==> config.mk <==
export PLATFORM = sky130hd
export DESIGN_NAME = kbd_ctrl_status
export DESIGN_NICKNAME = d
export VERILOG_FILES = /design/src/core/kbd_ctrl_pkg.sv /design/src/core/kbd_ctrl_status.sv /design/src/core/scan_translate.sv
export SDC_FILE = /design/constraint.sdc
export NUM_CORES = 2
export LEC_CHECK = 0
export BUFFER_PORTS_ARGS = -buffer_cell sky130_fd_sc_hd__buf_2
export CAP_MARGIN = 20
export CORE_ASPECT_RATIO = 0.8
export CORE_MARGIN = 5
export CORE_UTILIZATION = 48
export DETAILED_ROUTE_END_ITERATION = 12
export GPL_ROUTABILITY_DRIVEN = 0
export PLACE_DENSITY = 0.69
export SLEW_MARGIN = 20
export SYNTH_ARGS = -nofsm -noshare
export SYNTH_HDL_FRONTEND = slang
export SYNTH_SLANG_ARGS = --single-unit
==> constraint.sdc <==
create_clock -name core_clk -period 2.82 [get_ports core_clk]
set_input_delay 0.564 -clock core_clk [delete_from_list [all_inputs] [get_ports core_clk]]
set_output_delay 0.564 -clock core_clk [all_outputs]
set_load 0.02 [all_outputs]
==> src/core/kbd_ctrl_pkg.sv <==
// Purpose: shared constants for the keyboard controller status/config block
// Assumes: 8-bit host command and data ports, one core clock
// Notes:   bit positions and codes are used by the main block and its translator
package kbd_ctrl_pkg;
  localparam logic [7:0] CMD_READ_CFG    = 8'h20;
  localparam logic [7:0] CMD_WRITE_CFG   = 8'h60;
  localparam int         CFG_RSVD_BIT    = 7;
  localparam int         CFG_XLATE_BIT   = 6;
  localparam int         CFG_MOUSE_DIS   = 5;
  localparam logic [7:0] CFG_RESET       = 8'h00;
  localparam logic [7:0] CFG_WRITE_MASK  = 8'h7f;
  localparam int         STAT_PARITY_BIT = 7;
  localparam int         STAT_TMO_BIT    = 6;
  localparam logic [7:0] BREAK_PREFIX    = 8'hf0;
  localparam logic [7:0] BREAK_FLAG      = 8'h80;
  localparam int         TABLE_DEPTH     = 256;

  typedef enum logic [0:0] {
    CMD_IDLE     = 1'b0,
    CMD_WAIT_CFG = 1'b1
  } cmd_state_t;
endpackage

==> src/core/kbd_ctrl_status.sv <==
// Purpose: status parity/timeout bits and upper configuration byte bits
// Assumes: link receivers deliver whole bytes with their parity bit
// Notes:   one output-buffer slot; config read beats a received byte
module kbd_ctrl_status (
  input  wire logic       core_clk,        // core clock
  input  wire logic       reset,           // sync reset, active high
  input  wire logic       cmdValid,        // host command strobe
  input  wire logic [7:0] cmdCode,         // host command byte
  input  wire logic       dataValid,       // host data-port write strobe
  input  wire logic [7:0] dataIn,          // host data byte
  input  wire logic       rxValid,         // byte from keyboard/mouse link
  input  wire logic [7:0] rxData,          // received byte
  input  wire logic       rxParity,        // received parity bit
  input  wire logic       rxFromMouse,     // byte came from the mouse
  output logic            rxReady,         // link byte can be taken
  input  wire logic       linkTimeout,     // link timeout pulse
  input  wire logic       tblWe,           // translation table write
  input  wire logic [7:0] tblAddr,         // table index
  input  wire logic [7:0] tblData,         // table value
  output logic            outValid,        // output buffer load pulse
  output logic      [7:0] outData,         // output buffer byte
  output logic            outMouse,        // byte is mouse data
  output logic            statusParityErr, // status bit 7
  output logic            statusTimeout,   // status bit 6
  output logic      [7:0] configByte,      // config byte as read back
  output logic            translateOn,     // scan translation active
  output logic            mouseEnable      // mouse interface enabled
);
  kbd_ctrl_pkg::cmd_state_t cmdState;
  logic [7:0] cfg;
  logic       cfgRead;
  logic       accept;
  logic       mouseDropped;
  logic       kbByte;
  logic       useByte;
  logic       prefixByte;
  logic [7:0] transCode;

  // true when data plus parity hold an odd count of ones
  function automatic logic oddTotal(input logic [7:0] d, input logic p);
    return ^{d, p};
  endfunction

  assign cfgRead      = cmdValid && (cmdCode == kbd_ctrl_pkg::CMD_READ_CFG);
  // no second slot: a link byte waits while a config read owns the buffer
  assign rxReady      = !cfgRead;
  assign accept       = rxValid && rxReady;
  assign mouseDropped = rxFromMouse && cfg[kbd_ctrl_pkg::CFG_MOUSE_DIS];
  assign kbByte       = accept && !rxFromMouse;
  assign useByte      = accept && !mouseDropped;
  assign configByte   = cfg & kbd_ctrl_pkg::CFG_WRITE_MASK;
  assign translateOn  = cfg[kbd_ctrl_pkg::CFG_XLATE_BIT];
  assign mouseEnable  = !cfg[kbd_ctrl_pkg::CFG_MOUSE_DIS];

  scan_translate u_xlate (
    .core_clk   (core_clk),
    .reset      (reset),
    .enable     (translateOn),
    .inValid    (kbByte),
    .inCode     (rxData),
    .tblWe      (tblWe),
    .tblAddr    (tblAddr),
    .tblData    (tblData),
    .outCode    (transCode),
    .prefixByte (prefixByte)
  );

  // a write command arms the next data-port byte as the config value
  always_ff @(posedge core_clk) begin
    if (reset) begin
      cmdState <= kbd_ctrl_pkg::CMD_IDLE;
    end else begin
      unique case (cmdState)
        kbd_ctrl_pkg::CMD_IDLE: begin
          if (cmdValid && cmdCode == kbd_ctrl_pkg::CMD_WRITE_CFG) begin
            cmdState <= kbd_ctrl_pkg::CMD_WAIT_CFG;
          end
        end
        kbd_ctrl_pkg::CMD_WAIT_CFG: begin
          if (dataValid) begin
            cmdState <= kbd_ctrl_pkg::CMD_IDLE;
          end else if (cmdValid && cmdCode != kbd_ctrl_pkg::CMD_WRITE_CFG) begin
            cmdState <= kbd_ctrl_pkg::CMD_IDLE;
          end
        end
      endcase
    end
  end

  always_ff @(posedge core_clk) begin
    if (reset) begin
      cfg <= kbd_ctrl_pkg::CFG_RESET;
    end else if (cmdState == kbd_ctrl_pkg::CMD_WAIT_CFG && dataValid) begin
      cfg <= dataIn & kbd_ctrl_pkg::CFG_WRITE_MASK;
    end
  end

  always_ff @(posedge core_clk) begin
    if (reset) begin
      outValid <= 1'b0;
      outData  <= 8'h00;
      outMouse <= 1'b0;
    end else begin
      outValid <= 1'b0;
      if (cfgRead) begin
        outValid <= 1'b1;
        outData  <= configByte;
        outMouse <= 1'b0;
      end else if (useByte && !(kbByte && prefixByte)) begin
        outValid <= 1'b1;
        outMouse <= rxFromMouse;
        if (kbByte && translateOn) begin
          outData <= transCode;
        end else begin
          outData <= rxData;
        end
      end
    end
  end

  // odd total over data and parity means a clean byte
  always_ff @(posedge core_clk) begin
    if (reset) begin
      statusParityErr <= 1'b0;
    end else if (useByte) begin
      statusParityErr <= !oddTotal(rxData, rxParity);
    end
  end

  // a timeout in the same cycle as a clean byte still sets the flag
  always_ff @(posedge core_clk) begin
    if (reset) begin
      statusTimeout <= 1'b0;
    end else if (linkTimeout) begin
      statusTimeout <= 1'b1;
    end else if (useByte) begin
      statusTimeout <= 1'b0;
    end
  end

  // checker memory: bytes may be spaced, so remember the prefix across gaps
  logic prefixSeen;
  always_ff @(posedge core_clk) begin
    if (reset || !translateOn) begin
      prefixSeen <= 1'b0;
    end else if (kbByte) begin
      prefixSeen <= (rxData == kbd_ctrl_pkg::BREAK_PREFIX);
    end
  end
endmodule

==> src/core/scan_translate.sv <==
// Purpose: scan-code translation table and break-prefix merging
// Assumes: table contents loaded by system firmware; identity after reset
// Notes:   outCode and prefixByte are combinational from inCode
module scan_translate (
  input  wire logic       core_clk,   // core clock
  input  wire logic       reset,      // sync reset, active high
  input  wire logic       enable,     // translation turned on
  input  wire logic       inValid,    // keyboard byte taken this cycle
  input  wire logic [7:0] inCode,     // received keyboard byte
  input  wire logic       tblWe,      // table write strobe
  input  wire logic [7:0] tblAddr,    // table write index
  input  wire logic [7:0] tblData,    // table write value
  output logic      [7:0] outCode,    // translated code
  output logic            prefixByte  // byte is a break prefix, swallow it
);
  logic [7:0] codeTable [kbd_ctrl_pkg::TABLE_DEPTH];
  logic       breakPending;

  // identity at reset so an unloaded table still passes codes through
  always_ff @(posedge core_clk) begin
    if (reset) begin
      for (int i = 0; i < kbd_ctrl_pkg::TABLE_DEPTH; i++) begin
        codeTable[i] <= 8'(i);
      end
    end else if (tblWe) begin
      codeTable[tblAddr] <= tblData;
    end
  end

  assign prefixByte = enable && (inCode == kbd_ctrl_pkg::BREAK_PREFIX);

  always_ff @(posedge core_clk) begin
    if (reset || !enable) begin
      breakPending <= 1'b0;
    end else if (inValid) begin
      breakPending <= prefixByte;
    end
  end

  always_comb begin
    outCode = codeTable[inCode];
    if (breakPending) begin
      outCode = outCode | kbd_ctrl_pkg::BREAK_FLAG;
    end
  end
endmodule

==> reports/qor_table.md <==
| Item | Reported | Unit |
|:---|:---|:---|
| Final hold viol count | 0 | - |
| ANT nets after route | 0 | - |
| Min-delay worst type | input pin to register | - |
| Minimum hold slack | 0.0627 | ns |
| Total number of placement rows | 148 | - |
| Worst vdd ir | 0.000679 | V |
| Total detailed-routing wirelength | 326 | mm |
| Worst Clk Skew | 0.0467 | ns |
| Max_slew headroom | 36.7 | % |
| Synthesis-to-finish area growth | 15.3 | % |
| R2r setup slk | 0.09 | ns |
| Via count normalized by instance count | 6.62 | - |
| Mean Syn Cell Area | 14.7 | um2 |
| PortBufs | 69 | - |
| Endpoint of the most critical register-to-register path | outData[0]$_SDFFE_PP0P_ | - |
| Routed wire per std cell | 32.8 | um |
| Initial cell density of the core | 48.3 | % |
| Final worst path period share | 100 | % |
| Terminating pin of the worst hold path | cfg[1]$_SDFFE_PP0P_ | - |
| Clock period minus final worst setup slack | 2.82 | ns |
| Number of violations of the max-capacitance limit | 0 | - |
| Floorplan die width | 516 | um |
| Endpoint arrival time on the critical path | 3.53 | ns |
| Crit Path Class | input pin to register | - |
| Dominant cell by count in the synthesized netlist | sky130_fd_sc_hd__edfxtp_1 | - |
| Seq/Total Area, Yosys | 63.0 | % |
| Area of the core | 204,000 | um2 |
| Vias in the first global route | 63,000 | - |
| Critical path startpoint category | input pin | - |
| H-tree depth | 4 | - |
| Wire length of the first global-routing pass | 464 | mm |
| Max Fanout on Critical Path | 18 | - |
| Clock-pin slew reported for the worst setup and hold paths after clock tree synthesis | 0.06 | ns |
| Number of enable flip-flop cells after synthesis | 2,048 | - |
| TritonCTS clock tree | built | - |
| Top cells by area in the synthesized netlist | sky130_fd_sc_hd__edfxtp_1 (63%), sky130_fd_sc_hd__mux4_2 (10%), sky130_fd_sc_hd__or3_1 (6.5%), sky130_fd_sc_hd__and2_1 (4.7%), sky130_fd_sc_hd__clkbuf_1 (2.3%) | - |
| Ports placed on the boundary | 72 | - |
| Source of the worst hold timing path | dataValid | - |
| Syn Std Cell Area | 98,200 | um2 |
| Cell count after synthesis | 6,683 | - |
| Crit path required time | 3.53 | ns |
| Remaining design rule violation count | 0 | - |
| Transition time at the pin with the least slew margin | 0.948 | ns |
| DP Wirelength | 215 | mm |
| Leading cell types by count after synthesis | sky130_fd_sc_hd__edfxtp_1 (2,048), sky130_fd_sc_hd__or3_1 (1,026), sky130_fd_sc_hd__and2_1 (732), sky130_fd_sc_hd__clkbuf_1 (597), sky130_fd_sc_hd__mux4_2 (438) | - |
| Distinct cell type count of the synthesized netlist | 85 | - |
| Final worst slack | -0.00311 | ns |
| Outcome | finished, violations left | - |
| Starting DRT DRC Count | 11,000 | - |
| Placed insts | 9,547 | - |
| Pin count of the biggest net entering global routing | 123 | - |
| Flop and latch count out of synthesis | 2,069 | - |
| Yosys top cell by area | sky130_fd_sc_hd__edfxtp_1 | - |
| Cts bufs inserted | 195 | - |
| Share of layout cells above drive strength 1 | 26.6 | % |
| Total global routing overflow | 0 | - |
| Post-synthesis async set-or-reset flop share | 0 | % |
| Number of vias in the routed layout | 65,800 | - |
| Final-stage net count | 7,105 | - |
| Number of antenna violations at the first check in global routing | 33 | - |
| Post-layout instance area | 113,000 | um2 |
| Root Buffer Master | sky130_fd_sc_hd__clkbuf_16 | - |
| Post-route non-filler standard cell count | 9,937 | - |
| Count of endpoints failing setup in the final report | 1 | - |
| Post-route total power | 0.0691 | W |
| Highest clock frequency the design can meet | 354 | MHz |
| Max Root-Sink Buffers | 3 | - |
| Leakage power | 39.7 | nW |
| Fraction of synthesized cell area taken by the top area cell type | 62.6 | % |
| Synthesized net count | 6,732 | - |
| Number of clock sinks | 2,069 | - |
| Power Density | 610 | nW/um2 |
| Unrepaired setup endpoints after global routing | no | - |
| Warnings, synthesis | 0 | - |
| R2r startpoint | u_xlate.codeTable[89][0]$_SDFFCE_PN1P_ | - |
| Worst r2r path cells | 7 | - |
| Die area | 214,000 | um2 |
| Final Max Tran Viols | 0 | - |
| Ys flop type | sky130_fd_sc_hd__edfxtp_1 | - |
| Dpl cell area | 107,000 | um2 |
| Clock insertion delay at the later pin of the skew report | 0.86 | ns |
| Capturing element type of the critical path | register | - |
| Worst hold path depth | 3 | - |
| Core occupancy in the finished layout | 55.7 | % |
| Vertical extent of the die | 415 | um |
| Total track usage | 30.0 | % |
| Failing checks | setup timing | - |
| Number of iterations in the first detailed-routing pass | 8 | - |
==> per-stage QoR <==
step | setup TNS (ns) | worst slack, ns
2_1_floorplan | 0 | 0.0998
3_3_place_gp | -11.77 | -0.840
3_5_place_dp | -18.60 | -0.869
4_1_cts | 0 | 0.00832
5_1_grt | 0 | 0.0144
6_report | -0.00311 | -0.00311
==> registers in the layout, summed over array words and instances, names as in the netlist <==
signal and flops:
u_xlate.breakPending 1, outValid 1, outData 8, statusTimeout 1
outMouse 1, cmdState 1, u_xlate.codeTable 2048, cfg 7
statusParityErr 1
==> logic make-up after synthesis <==
family / Yosys count / synth area share (%)
muxes: 696 / 13.6
DFF: 2069 / 63.0
xor gates and xnor gates: 5 / 0.0446
and+or+nand+nor: 2761 / 16.6
buffers and inverters: 779 / 3.99
other: 1 / 0.00382
AOI/OAI and AO/OA: 372 / 2.74
==> final cells by class <==
cell class,instances,area [um2]
antenna,16,40.0
clock buffer,253,5220
clock inverter,109,981
fill,15700,90200
inverter,10,38.8
multi-input combinational,3835,32700
sequential,2069,61900
tap,2700,3380
timing repair buffer,945,9010
==> worst max-delay path by stage <==
stage | slack, ns | endpoint | cells after the start | from
final | -0.003 | outData[6]$_SDFFE_PP0P_ | 12 | rxData[0]
after global routing | 0.01 | outData[6]$_SDFFE_PP0P_ | 12 | rxData[0]
after CTS | 0.008 | outData[2]$_SDFFE_PP0P_ | 10 | u_xlate.codeTable[150][2]$_SDFFCE_PN1P_
after detailed placement | -0.87 | outData[4]$_SDFFE_PP0P_ | 10 | rxData[0]
after global placement | -0.84 | outData[4]$_SDFFE_PP0P_ | 10 | rxData[0]
after floorplan | 0.1 | outData[7]$_SDFFE_PP0P_ | 9 | rxData[0]
==> layer usage <==
| layer | global-route usage (%) | part of all wire, % |
|---|---|---|
| met1 | 42.6 | 37 |
| met2 | 41.7 | 42 |
| met3 | 10.8 | 16 |
| met4 | 12.7 | 5.2 |
| met5 | 0 | 0.043 |
==> worst max-delay path, cell delays in order <==
cell and delay [ns]:
sky130_fd_sc_hd__buf_8 0.25, sky130_fd_sc_hd__buf_12 0.27, sky130_fd_sc_hd__buf_12 0.20, sky130_fd_sc_hd__buf_12 0.17, sky130_fd_sc_hd__mux4_2 0.56, sky130_fd_sc_hd__a22oi_1 0.23
sky130_fd_sc_hd__a21oi_1 0.12, sky130_fd_sc_hd__o21ai_0 0.34, sky130_fd_sc_hd__buf_4 0.23, sky130_fd_sc_hd__a21boi_0 0.18, sky130_fd_sc_hd__a32oi_1 0.22, sky130_fd_sc_hd__o22ai_1 0.10
==> timing repair <==
item,4_1_cts,5_1_grt
gates resized for setup,1,10
hold buffers,10,0
buffers inserted,0,2
endpoints found under the hold margin,9,0
setup endpoints to repair,1,5
==> cell usage in the layout, fill, tap and decap left out, types with 39 or more instances in the layout <==
cell type	netlist	final
sky130_fd_sc_hd__edfxtp_1	2048	2048
sky130_fd_sc_hd__a21oi_1	58	57
sky130_fd_sc_hd__a21o_1	53	53
sky130_fd_sc_hd__nand2_1	111	100
sky130_fd_sc_hd__clkbuf_16	0	200
sky130_fd_sc_hd__a22oi_1	39	39
sky130_fd_sc_hd__or3_1	1026	1025
sky130_fd_sc_hd__or2_2	182	182
sky130_fd_sc_hd__clkinv_1	0	44
sky130_fd_sc_hd__mux4_2	438	438
sky130_fd_sc_hd__buf_2	46	56
sky130_fd_sc_hd__nor2_1	247	234
sky130_fd_sc_hd__buf_12	12	156
sky130_fd_sc_hd__buf_4	39	711
sky130_fd_sc_hd__clkbuf_1	597	51
sky130_fd_sc_hd__mux2i_1	177	176
sky130_fd_sc_hd__and2_1	732	732
sky130_fd_sc_hd__and3_1	309	309
sky130_fd_sc_hd__mux4_1	52	52
==> where the power goes <==
part           internal, W  total (W)  switching [W]  leakage [nW]
Sequential          0.0352     0.0358       0.000531          20.2
Clock               0.0144     0.0263         0.0119          3.00
Combinational      0.00269    0.00695        0.00426          16.5
Total               0.0524     0.0691         0.0167          39.7
No activity file was read; power rests on OpenSTA's default activity.
